### src/pkg/evsel_pkg.sv
// Shared constants and types of the eight-way value selector
`default_nettype none
package evsel_pkg;
  // ==========================================================================
  // Data path
  localparam int NUM_CH   = 8;   // Number of data inputs
  localparam int CH_MAX   = 7;   // Highest legal channel number
  localparam int CH_MIN   = 0;   // Lowest legal channel number
  localparam int DATA_W   = 32;  // Signed two's-complement value width
  localparam int ADDR_W   = 8;   // Register byte address width

  typedef logic signed [DATA_W-1:0] evsel_word_t;
  typedef logic [NUM_CH-1:0][DATA_W-1:0] evsel_vec_t;

  localparam evsel_word_t WORD_ZERO = 32'h0000_0000;
  localparam evsel_word_t WORD_MIN  = 32'h8000_0000;  // Most negative value

  // ==========================================================================
  // Register map (byte addresses)
  localparam logic [ADDR_W-1:0] OFS_CTRL     = 8'h00;
  localparam logic [ADDR_W-1:0] OFS_STATUS   = 8'h04;
  localparam logic [ADDR_W-1:0] OFS_IRQ_STAT = 8'h08;
  localparam logic [ADDR_W-1:0] OFS_IRQ_MASK = 8'h0C;
  localparam logic [ADDR_W-1:0] OFS_VALUE    = 8'h10;
  localparam logic [ADDR_W-1:0] OFS_CHANNEL  = 8'h14;

  // Field positions and reset values
  localparam int CTRL_CHECK_BIT = 0;      // Activation input is evaluated
  localparam logic CTRL_CHECK_RST = 1'b1;
  localparam int STAT_ACTIVE_BIT = 0;
  localparam int STAT_ERR_BIT    = 1;
  localparam int IRQ_N       = 2;
  localparam int IRQ_ERR_BIT = 0;         // Range error became present
  localparam int IRQ_CHG_BIT = 1;         // Output value changed
  localparam logic [IRQ_N-1:0] IRQ_MASK_RST = 2'h0;

  // AXI responses
  localparam logic [1:0] RESP_OKAY   = 2'h0;
  localparam logic [1:0] RESP_SLVERR = 2'h2;
endpackage
`default_nettype wire

### src/pkg/evsel_sel_if.sv
// Connection between the register top and the selector core
`default_nettype none
interface evsel_sel_if;
  logic                     cfg_check;  // Activation input is evaluated
  logic                     act;        // Activation level
  evsel_pkg::evsel_word_t   channel;    // Signed channel number
  evsel_pkg::evsel_vec_t    data;       // Eight candidate values
  evsel_pkg::evsel_word_t   value;      // Registered selected value
  logic                     err;        // Registered range error
  logic                     active;     // Registered effective activation

  modport core (input cfg_check, act, channel, data, output value, err, active);
  modport ctrl (output cfg_check, act, channel, data, input value, err, active);
endinterface
`default_nettype wire

### src/rtl/evsel_sel_core.sv
// Selector core: channel decode, range check and registered output
`default_nettype none
module evsel_sel_core (
  input wire logic   sys_clk_in,
  input wire logic   rst_in,
  evsel_sel_if.core  sel
);
  // ==========================================================================
  // Decode
  logic [evsel_pkg::NUM_CH-1:0]  hit;
  evsel_pkg::evsel_word_t        term [evsel_pkg::NUM_CH];
  evsel_pkg::evsel_word_t        pick;
  evsel_pkg::evsel_word_t        value_reg;
  evsel_pkg::evsel_word_t        value_next;
  logic                          err_reg;
  logic                          err_next;
  logic                          active_reg;
  logic                          active_next;

  // One masked term per channel; at most one hit, so an OR merges them
  for (genvar i = 0; i < evsel_pkg::NUM_CH; i++) begin : g_ch
    assign hit[i]  = (sel.channel == evsel_pkg::evsel_word_t'(i));
    assign term[i] = hit[i] ? sel.data[i] : evsel_pkg::WORD_ZERO;
  end
  assign pick = sel.data[sel.channel[2:0]];

  // Next values, re-evaluated every clock
  always_comb begin
    active_next = sel.act || !sel.cfg_check;
    err_next    = (sel.channel < evsel_pkg::CH_MIN) ||
                  (sel.channel > evsel_pkg::CH_MAX);
    value_next  = evsel_pkg::WORD_ZERO;
    for (int k = 0; k < evsel_pkg::NUM_CH; k++) begin
      value_next = value_next | term[k];
    end
    if (!active_next || err_next) begin
      value_next = evsel_pkg::WORD_ZERO;
    end
  end

  // Register once per clock so every input change shows one cycle later
  always_ff @(posedge sys_clk_in or posedge rst_in) begin
    if (rst_in) begin
      value_reg  <= 32'h0000_0000;
      err_reg    <= 1'b0;
      active_reg <= 1'b0;
    end else begin
      value_reg  <= value_next;
      err_reg    <= err_next;
      active_reg <= active_next;
    end
  end

  assign sel.value  = value_reg;
  assign sel.err    = err_reg;
  assign sel.active = active_reg;
endmodule
`default_nettype wire

### src/rtl/evsel_irq.sv
// Sticky event status with mask and one level interrupt
`default_nettype none
module evsel_irq #(
  parameter int N = 2
) (
  input  wire logic          sys_clk_in,
  input  wire logic          rst_in,
  input  wire logic [N-1:0]  event_in,
  input  wire logic          clr_we_in,
  input  wire logic [N-1:0]  clr_in,
  input  wire logic          mask_we_in,
  input  wire logic [N-1:0]  mask_in,
  output logic      [N-1:0]  stat_out,
  output logic      [N-1:0]  mask_out,
  output logic               irq_out
);
  logic [N-1:0] stat_reg;
  logic [N-1:0] stat_next;
  logic [N-1:0] mask_reg;
  logic [N-1:0] mask_next;

  // An event in the clearing cycle survives: the set is applied last
  always_comb begin
    stat_next = stat_reg;
    mask_next = mask_reg;
    if (clr_we_in) begin
      stat_next = stat_next & ~clr_in;
    end
    stat_next = stat_next | event_in;
    if (mask_we_in) begin
      mask_next = mask_in;
    end
  end

  // Status and mask storage
  always_ff @(posedge sys_clk_in or posedge rst_in) begin
    if (rst_in) begin
      stat_reg <= '0;
      mask_reg <= '0;
    end else begin
      stat_reg <= stat_next;
      mask_reg <= mask_next;
    end
  end

  assign stat_out = stat_reg;
  assign mask_out = mask_reg;
  assign irq_out  = |(stat_reg & mask_reg);  // Level, driven from flops only
endmodule
`default_nettype wire

### src/rtl/evsel_top.sv
// Eight-way value selector with AXI4-Lite registers and interrupt
`default_nettype none
// Operation
// - Eight signed data inputs; at most one, picked by channel, reaches the output.
// - Channel 0 picks the first input, 7 the eighth, linearly between.
// - While activated, output carries the input the channel refers to.
// - Channel changes are followed while activation stays high.
// - Inactive block drives output zero regardless of channel or data.
// - Error flag high when channel below zero or above seven, else low.
// - Output held zero while channel is out of range.
// - Output and inputs are full-range signed 32-bit two's-complement values.
// - With activation check on, activation input level decides activity.
// - With activation check off, block is always active, input ignored.
module evsel_top (
  input  wire logic                      sys_clk_in,
  input  wire logic                      rst_in,
  input  wire logic                      activation_in,
  input  wire logic [31:0]               channel_in,
  input  wire logic [31:0]               data_in_1,
  input  wire logic [31:0]               data_in_2,
  input  wire logic [31:0]               data_in_3,
  input  wire logic [31:0]               data_in_4,
  input  wire logic [31:0]               data_in_5,
  input  wire logic [31:0]               data_in_6,
  input  wire logic [31:0]               data_in_7,
  input  wire logic [31:0]               data_in_8,
  output logic      [31:0]               selected_value_out,
  output logic                           range_error_flag_out,
  output logic                           irq_out,
  input  wire logic [7:0]                s_axi_awaddr_in,
  input  wire logic                      s_axi_awvalid_in,
  output logic                           s_axi_awready_out,
  input  wire logic [31:0]               s_axi_wdata_in,
  input  wire logic [3:0]                s_axi_wstrb_in,
  input  wire logic                      s_axi_wvalid_in,
  output logic                           s_axi_wready_out,
  output logic      [1:0]                s_axi_bresp_out,
  output logic                           s_axi_bvalid_out,
  input  wire logic                      s_axi_bready_in,
  input  wire logic [7:0]                s_axi_araddr_in,
  input  wire logic                      s_axi_arvalid_in,
  output logic                           s_axi_arready_out,
  output logic      [31:0]               s_axi_rdata_out,
  output logic      [1:0]                s_axi_rresp_out,
  output logic                           s_axi_rvalid_out,
  input  wire logic                      s_axi_rready_in
);
  // ==========================================================================
  // Selector core
  evsel_sel_if sel ();

  logic                           check_reg;
  logic                           check_next;

  assign sel.cfg_check = check_reg;
  assign sel.act       = activation_in;
  assign sel.channel   = channel_in;
  assign sel.data      = {data_in_8, data_in_7, data_in_6, data_in_5,
                          data_in_4, data_in_3, data_in_2, data_in_1};

  evsel_sel_core u_core (
    .sys_clk_in (sys_clk_in),
    .rst_in     (rst_in),
    .sel        (sel)
  );

  assign selected_value_out   = sel.value;
  assign range_error_flag_out = sel.err;

  // ==========================================================================
  // Event detection
  logic                           err_prev_reg;
  evsel_pkg::evsel_word_t         val_prev_reg;
  logic [evsel_pkg::IRQ_N-1:0]    irq_event;
  logic [evsel_pkg::IRQ_N-1:0]    irq_stat;
  logic [evsel_pkg::IRQ_N-1:0]    irq_mask;
  logic                           irq_clr_we;
  logic                           irq_mask_we;
  logic [31:0]                    wdata_reg;   // Held write word, also feeds the clear and mask ports
  logic [31:0]                    wdata_next;

  // Only onsets count, so a lasting error raises one event, not a stream
  always_comb begin
    irq_event = '0;
    irq_event[evsel_pkg::IRQ_ERR_BIT] = sel.err && !err_prev_reg;
    irq_event[evsel_pkg::IRQ_CHG_BIT] = sel.value != val_prev_reg;
  end

  // Previous core outputs for edge detection
  always_ff @(posedge sys_clk_in or posedge rst_in) begin
    if (rst_in) begin
      err_prev_reg <= 1'b0;
      val_prev_reg <= 32'h0000_0000;
    end else begin
      err_prev_reg <= sel.err;
      val_prev_reg <= sel.value;
    end
  end

  evsel_irq #(
    .N (evsel_pkg::IRQ_N)
  ) u_irq (
    .sys_clk_in (sys_clk_in),
    .rst_in     (rst_in),
    .event_in   (irq_event),
    .clr_we_in  (irq_clr_we),
    .clr_in     (wdata_reg[evsel_pkg::IRQ_N-1:0]),
    .mask_we_in (irq_mask_we),
    .mask_in    (wdata_reg[evsel_pkg::IRQ_N-1:0]),
    .stat_out   (irq_stat),
    .mask_out   (irq_mask),
    .irq_out    (irq_out)
  );

  // ==========================================================================
  // AXI4-Lite write path
  logic                           aw_full_reg;
  logic                           aw_full_next;
  logic [evsel_pkg::ADDR_W-1:0]   awaddr_reg;
  logic [evsel_pkg::ADDR_W-1:0]   awaddr_next;
  logic                           w_full_reg;
  logic                           w_full_next;
  logic [3:0]                     wstrb_reg;
  logic [3:0]                     wstrb_next;
  logic                           bvalid_reg;
  logic                           bvalid_next;
  logic [1:0]                     bresp_reg;
  logic [1:0]                     bresp_next;
  logic                           do_write;
  logic                           wr_known;

  // Address and data are held apart, so they may arrive in either order
  assign s_axi_awready_out = !aw_full_reg && !bvalid_reg;
  assign s_axi_wready_out  = !w_full_reg && !bvalid_reg;
  assign do_write          = aw_full_reg && w_full_reg && !bvalid_reg;

  always_comb begin
    case (awaddr_reg)
      evsel_pkg::OFS_CTRL, evsel_pkg::OFS_STATUS, evsel_pkg::OFS_IRQ_STAT,
      evsel_pkg::OFS_IRQ_MASK, evsel_pkg::OFS_VALUE, evsel_pkg::OFS_CHANNEL: begin
        wr_known = 1'b1;
      end
      default: begin
        wr_known = 1'b0;
      end
    endcase
  end

  // Effects of a write; only byte lane 0 holds live bits
  assign irq_clr_we  = do_write && wstrb_reg[0] && awaddr_reg == evsel_pkg::OFS_IRQ_STAT;
  assign irq_mask_we = do_write && wstrb_reg[0] && awaddr_reg == evsel_pkg::OFS_IRQ_MASK;

  always_comb begin
    aw_full_next = aw_full_reg;
    awaddr_next  = awaddr_reg;
    w_full_next  = w_full_reg;
    wdata_next   = wdata_reg;
    wstrb_next   = wstrb_reg;
    bvalid_next  = bvalid_reg;
    bresp_next   = bresp_reg;
    check_next   = check_reg;
    if (s_axi_awvalid_in && s_axi_awready_out) begin
      aw_full_next = 1'b1;
      awaddr_next  = s_axi_awaddr_in;
    end
    if (s_axi_wvalid_in && s_axi_wready_out) begin
      w_full_next = 1'b1;
      wdata_next  = s_axi_wdata_in;
      wstrb_next  = s_axi_wstrb_in;
    end
    if (do_write) begin
      aw_full_next = 1'b0;
      w_full_next  = 1'b0;
      bvalid_next  = 1'b1;
      bresp_next   = wr_known ? evsel_pkg::RESP_OKAY : evsel_pkg::RESP_SLVERR;
      if (wstrb_reg[0] && awaddr_reg == evsel_pkg::OFS_CTRL) begin
        check_next = wdata_reg[evsel_pkg::CTRL_CHECK_BIT];
      end
    end
    if (bvalid_reg && s_axi_bready_in) begin
      bvalid_next = 1'b0;
    end
  end

  // Write path storage
  always_ff @(posedge sys_clk_in or posedge rst_in) begin
    if (rst_in) begin
      aw_full_reg <= 1'b0;
      awaddr_reg  <= 8'h00;
      w_full_reg  <= 1'b0;
      wdata_reg   <= 32'h0000_0000;
      wstrb_reg   <= 4'h0;
      bvalid_reg  <= 1'b0;
      bresp_reg   <= 2'h0;
      check_reg   <= evsel_pkg::CTRL_CHECK_RST;
    end else begin
      aw_full_reg <= aw_full_next;
      awaddr_reg  <= awaddr_next;
      w_full_reg  <= w_full_next;
      wdata_reg   <= wdata_next;
      wstrb_reg   <= wstrb_next;
      bvalid_reg  <= bvalid_next;
      bresp_reg   <= bresp_next;
      check_reg   <= check_next;
    end
  end

  assign s_axi_bvalid_out = bvalid_reg;
  assign s_axi_bresp_out  = bresp_reg;

  // ==========================================================================
  // AXI4-Lite read path
  logic                           rvalid_reg;
  logic                           rvalid_next;
  logic [31:0]                    rdata_reg;
  logic [31:0]                    rdata_next;
  logic [1:0]                     rresp_reg;
  logic [1:0]                     rresp_next;
  logic [31:0]                    rd_word;
  logic                           rd_known;

  assign s_axi_arready_out = !rvalid_reg;

  // Read decode; unused bits read as zero, unmapped words answer SLVERR
  always_comb begin
    rd_word  = 32'h0000_0000;
    rd_known = 1'b1;
    case (s_axi_araddr_in)
      evsel_pkg::OFS_CTRL: begin
        rd_word[evsel_pkg::CTRL_CHECK_BIT] = check_reg;
      end
      evsel_pkg::OFS_STATUS: begin
        rd_word[evsel_pkg::STAT_ACTIVE_BIT] = sel.active;
        rd_word[evsel_pkg::STAT_ERR_BIT]    = sel.err;
      end
      evsel_pkg::OFS_IRQ_STAT: begin
        rd_word[evsel_pkg::IRQ_N-1:0] = irq_stat;
      end
      evsel_pkg::OFS_IRQ_MASK: begin
        rd_word[evsel_pkg::IRQ_N-1:0] = irq_mask;
      end
      evsel_pkg::OFS_VALUE: begin
        rd_word = sel.value;
      end
      evsel_pkg::OFS_CHANNEL: begin
        rd_word = channel_in;
      end
      default: begin
        rd_known = 1'b0;
      end
    endcase
  end

  always_comb begin
    rvalid_next = rvalid_reg;
    rdata_next  = rdata_reg;
    rresp_next  = rresp_reg;
    if (s_axi_arvalid_in && s_axi_arready_out) begin
      rvalid_next = 1'b1;
      rdata_next  = rd_word;
      rresp_next  = rd_known ? evsel_pkg::RESP_OKAY : evsel_pkg::RESP_SLVERR;
    end else if (rvalid_reg && s_axi_rready_in) begin
      rvalid_next = 1'b0;
    end
  end

  // Read path storage
  always_ff @(posedge sys_clk_in or posedge rst_in) begin
    if (rst_in) begin
      rvalid_reg <= 1'b0;
      rdata_reg  <= 32'h0000_0000;
      rresp_reg  <= 2'h0;
    end else begin
      rvalid_reg <= rvalid_next;
      rdata_reg  <= rdata_next;
      rresp_reg  <= rresp_next;
    end
  end

  assign s_axi_rvalid_out = rvalid_reg;
  assign s_axi_rdata_out  = rdata_reg;
  assign s_axi_rresp_out  = rresp_reg;
endmodule
`default_nettype wire

### config.mk
export PLATFORM = sky130hd
export DESIGN_NAME = evsel_top
export DESIGN_NICKNAME = d
export VERILOG_FILES = /design/src/pkg/evsel_pkg.sv /design/src/pkg/evsel_sel_if.sv /design/src/rtl/evsel_sel_core.sv /design/src/rtl/evsel_irq.sv /design/src/rtl/evsel_top.sv
export SDC_FILE = /design/constraint.sdc
export NUM_CORES = 1
export LEC_CHECK = 0
export ABC_CLOCK_PERIOD_IN_PS = 4800
export BUFFER_PORTS_ARGS = -buffer_cell sky130_fd_sc_hd__buf_2
export CELL_PAD_IN_SITES_DETAIL_PLACEMENT = 0
export CELL_PAD_IN_SITES_GLOBAL_PLACEMENT = 1
export CORE_AREA = 8 8 156 158
export CTS_CLUSTER_SIZE = 8
export DETAILED_ROUTE_END_ITERATION = 12
export DIE_AREA = 0 0 164 166
export PLACE_DENSITY_LB_ADDON = 0.25
export SLEW_MARGIN = 25
export SYNTH_ARGS = -nofsm -noshare
export SYNTH_HDL_FRONTEND = slang
export SYNTH_SLANG_ARGS = --single-unit
### constraint.sdc
create_clock -name sys_clk_in -period 4.8 [get_ports sys_clk_in]
set_input_delay 0.96 -clock sys_clk_in [delete_from_list [all_inputs] [get_ports sys_clk_in]]
set_output_delay 0.96 -clock sys_clk_in [all_outputs]
set_load 0.05 [all_outputs]
## Word-level counts from Yosys, hierarchy flattened

Cells that the tools add are included.

| cells by class | value |
|---|---|
| bitwise gates (word level) | 11 |
| div/mod/pow operators | 0 |
| multipliers | 0 |
| equality and inequality tests | 18 |
| shift operators | 0 |
| mux-type cells | 25 |
| reductions and logical operators | 35 |
| $add $sub $neg | 0 |
| magnitude comparators | 2 |

Operators by type and width:

| operator | number |
|---|---|
| two-way mux 32 bit | 9 |
| bitwise OR 32 bit | 7 |
| equality test 32 x 4 -> 1 bit (second input constant) | 4 |
| equality test 32 x 3 -> 1 bit (second input constant) | 2 |
| case mux 30 bit (2 select lines) | 1 |
| equality test 32 x 2 -> 1 bit (second input constant) | 1 |
| equality test 8 x 4 -> 1 bit (second input constant) | 4 |
| equality test 8 x 5 -> 1 bit (second input constant) | 4 |
| > comparator 32 x 4 -> 1 bit (second input constant) | 1 |
| zero test 32 bit | 1 |
| less-than comparator 32 x 1 -> 1 bit (second input constant) | 1 |
| != test 32 bit | 1 |
| equality test 8 x 3 -> 1 bit (second input constant) | 2 |
| zero test 8 bit | 2 |
| logical AND 1 bit | 14 |
| OR reduction 6 bit | 2 |
| two-way mux 1 bit | 10 |
| nonzero test 2 bit | 4 |
| zero test 1 bit | 7 |
| two-way mux 2 bit | 3 |
| case mux 1 bit (6 select lines) | 1 |
| case mux 1 bit (5 select lines) | 1 |
| AND 2 bit | 2 |
| logical OR 1 bit | 3 |
| other kinds (4) | 4 |

| word-level totals | value |
|---|---|
| logic and storage cells | 109 |
| flip-flop bits (word level) | 123 |
| output and inout bits | 75 |
| RAM bits | 0 |
| ROM bits | 0 |
| input port bits | 348 |
| memories kept | 0 |
| latch bits | 0 |

## Longest topological paths before layout

| depth | value |
|---|---|
| word-level depth | 10 |
| mapped depth | 6 |
| gate-level depth less buffers | 4 |

## Modules after synthesis

A second synthesis with hierarchy kept.

| unflattened totals | value |
|---|---|
| cells, all modules | 499 |
| area, all modules | 6766.5 µm² |

Modules (own cells, without submodules):

| module | times used | area each (µm²) | sequential area each (µm²) | cells each |
|---|---|---|---|---|
| evsel_top | 1 | 3633.5 | 2078.2 | 290 |
| evsel_sel_core | 1 | 2967.8 | 850.8 | 197 |
| evsel_irq | 1 | 165.2 | 100.1 | 12 |

## Worst setup path before layout

Ideal clock, no wire load.

| timing path | value |
|---|---|
| kind | input port to flip-flop |
| start point | input port s_axi_araddr_in[1] |
| end point | register rdata_reg[11] (netlist: s_axi_rdata_out[11]) |
| arrival | 2.513 ns |
| stages | 5 |
| data required time | 4.723 ns |
| library setup time | 0.077 ns |
| buffers on the path | 1 |
| slack | 2.210 ns |
| path through | or4_1 nor4b_2 clkbuf_1 a22oi_1 a21oi_1 |

| on the way | value |
|---|---|
| longest elaborated chain between the ends | 2 |
| elaborated cells on any way between the ends | 3 |
| those cells by class | 2 x eq/ne; 1 x mux |

RTL lines:

| what | line | text |
|---|---|---|
| start: declaration | evsel_top.sv:40 | `input wire logic [7:0] s_axi_araddr_in,` |
| equality test 8 x 5 -> 1 bit | evsel_top.sv:228 | `case (s_axi_araddr_in)` |
| case mux 30 bit (2 select lines) (*) | evsel_top.sv:228 |  |
| end signal: assignment | evsel_top.sv:275 | `rdata_reg <= rdata_next;` |
| end: declaration | evsel_top.sv:215 | `logic [31:0] rdata_reg;` |

Mark *: on every way between the ends. The rest lies on a longest branch, timed or not.
A chain may end at the register's enable or synchronous reset.

## Worst setup path in the final report

| timing path | value |
|---|---|
| start point | input port s_axi_araddr_in[1] |
| end point | register rdata_reg[17] (netlist: s_axi_rdata_out[17]) |

Same word-level chain as after synthesis.

==> metrics.csv <==
stage;metric;value;unit
synth;fraction of registers with async set/reset;100;%
layout;share of post-route cells with drive strength above 1;57.6;%
timing;max_slew headroom;34.1;%
floorplan;I/O Pins;423;
hold_path;Hold/Removal Path Class;flop to flop;
timing;RSZ-0062 raised after global routing;no;
global_route;Remaining Overflow, GRT;0;
floorplan;core area;22100;µm²
layout;post-layout util;42.3;%
floorplan;die width;164;µm
timing;Clock Skew;0.0114;ns
synth;dominant cell type by area after synthesis;dfrtp_1;
place;Placer Congestion;0.816;
synth;share of the synthesized area in the top cell type;46.2;%
timing;Sum Neg Setup Slack;0;ns
power;Leak;4.54;nW
drt;antenna-violating nets left;0;
cts;Worst-path clk slew;0.06;ns
cts;worst skew pair latency;0.41;ns
floorplan;Initial Util;29.4;%
setup_path;kind of critical path;input port to flop;
drt;Routed Wire Length;26600;µm
cts;CTS HTree Levels;4;
synth;Cell variety after synth;43;
power;peak supply drop;0.000227;V
synth;synthesized area per cell;12.9;µm²
timing;final-report setup violation count;0;
setup_path;CP Launch Type;input port;
layout;P&R area growth vs syn;43.7;%
synth;sequential cell area fraction in the yosys report;46.6;%
power;Pwr Total;0.00343;W
cts;CTS sink cnt;121;
global_route;pin count of the biggest net entering global routing;77;
drt;DR pass1 iterations;7;
cts;CTS Root Buffer Type;clkbuf_16;
drt;wire length per cell;22.6;µm
drt;# DRC;0;
floorplan;row count;55;
layout;ant diodes;0;
cts;cts-stage hold buffer count;0;
flow_run;max cap viols;0;
cts;CTS tree;yes;
timing;Slew Limit Fails;0;
floorplan;Die Ht;166;µm
timing;Slew @ Worst Pin;0.989;ns
setup_path;Worst Path Arrival;3.27;ns
timing;Tcrit/Tclk final;61.2;%
floorplan;Die ar.;27200;µm²
setup_path;Worst Path Max Fanout;17;
timing;min Tclk post-route;2.94;ns
synth;ys flop type;dfrtp_1;
outcome;outcome;finished clean;
synth;Post-synth EDFFs;0;
timing;Highest Clock Rate;340;MHz
cts;post_cts resized;0;
global_route;initial antenna violation count;4;
global_route;first-pass GRT wire length;40400;µm
synth;Mapped Cells;503;
cts;post-CTS setup buffers;0;
place;Port Buffers;387;
setup_path;crit end category;flop;
cts;worst-case clock buffer depth;2;
synth;synth top area cells;dfrtp_1 46%, mux4_2 23%, mux2i_1 4.9%;
setup_path;reg-to-reg slack, setup;2.55;ns
drt;Iter 0 DRT Violations;315;
place;dpl hpwl;22600;µm
setup_path;Critical Path RT;5.13;ns
synth;synthesized cell area;6500;µm²
cts;Num CTS Buffers;17;
global_route;GRT Total Usage;19.6;%
global_route;vias in the first global route;6694;
timing;Final Hold Violating Endpoints;0;
layout;commonest non-fill, non-tap cell in the layout;buf_2;
layout;Nets;1229;
synth;flops & latches, synth;121;
drt;DR vias;5777;
layout;commonest non-fill, non-tap cells in the layout;386 x buf_2, 120 x dfrtp_1, 69 x nor2_1;
power;Power Density;367;nW/µm²
drt;vias per inst;4.90;
synth;Yosys Warn Count;0;
final timing paths:
kind | end | startpoint | cells after the start
worst max-delay path | s_axi_rdata_out[17]$_DFFE_PP0P_ | s_axi_araddr_in[1] | 6
max in group asynchronous | awaddr_reg[6]$_DFFE_PP0P_ | rst_in | 3
min in group asynchronous | s_axi_rvalid_out$_DFFE_PP0P_ | rst_in | 2
worst min register to register | err_prev_reg$_DFF_PP0_ | u_core.sel.err$_DFF_PP0_ | 0
worst max register to register | u_irq.mask_out[0]$_DFFE_PP0P_ | awaddr_reg[1]$_DFFE_PP0P_ | 4
worst min-delay path | err_prev_reg$_DFF_PP0_ | u_core.sel.err$_DFF_PP0_ | 0
critical path, cell delays in order:
cell	delay [ns]
buf_2	0.09
or4_1	0.67
nor4b_4	0.85
buf_4	0.37
a22oi_1	0.13
a21oi_1	0.17
synth_stat cells (2+ instances only):
cell and n:
dfrtp_1 120, nor2_1 69, mux4_2 65, a21oi_1 32, mux2i_1 32, xnor2_1 32, a22oi_1 30, clkbuf_1 23
mux2_2 11, nand4_1 10, nand2_1 8, nor4_1 8, buf_1 7, inv_1 7, buf_2 6, o21ai_0 5
nand2b_1 3, nor2b_1 3, a211oi_1 2, buf_4 2, mux2_4 2, nor3_1 2, o31ai_1 2, or4_1 2
or4_4 2
cells by family after synthesis:
| kind of cell | share of synthesized area [%] |
|---|---|
| simple gates | 8.74 |
| flops | 46.6 |
| compound gates | 7.66 |
| xor+xnor | 4.31 |
| buf+inv | 2.83 |
| mux | 29.8 |
| other cells | 0.0577 |
report_power, final:
| group | total (W) | internal [W] | leakage [nW] | switching (W) |
|---|---|---|---|---|
| Sequential | 0.00123 | 0.00115 | 1.57 | 0.0000834 |
| Clock | 0.00128 | 0.000817 | 0.282 | 0.000465 |
| Combinational | 0.000920 | 0.000355 | 2.69 | 0.000566 |
through the flow:
stage,std cells,hold WS (ns),setup WS [ns],area (µm²)
after detailed placement,1147,0.409,1.47,8740
final,1179,0.414,1.86,9340
after floorplan,504,0.400,0.627,6500
after global placement,1147,0.404,1.53,8740
after CTS,1179,0.416,1.91,9340
after global routing,1179,0.433,1.73,9340
layer usage:
metal | vias up | global-route usage (%) | routed length [µm]
met1 | 2820 | 22.9 | 10300
met5 | - | 0 | 45
li1 | 2668 | - | -
met4 | 8 | 6.41 | 544
met2 | 243 | 33.8 | 13700
met3 | 38 | 5.65 | 1940
area by class of cell:
type                            instances  area [µm²]
Tap cell                              285         357
Fill cell                            2200       12700
Inverter                                7        31.3
Multi-Input combinational cell        338        3320
Sequential cell                       121        3030
Clock inverter                         14         174
Clock buffer                           18         429
Timing Repair Buffer                  396        2010
Note: power is estimated with default switching activity, not from simulation.
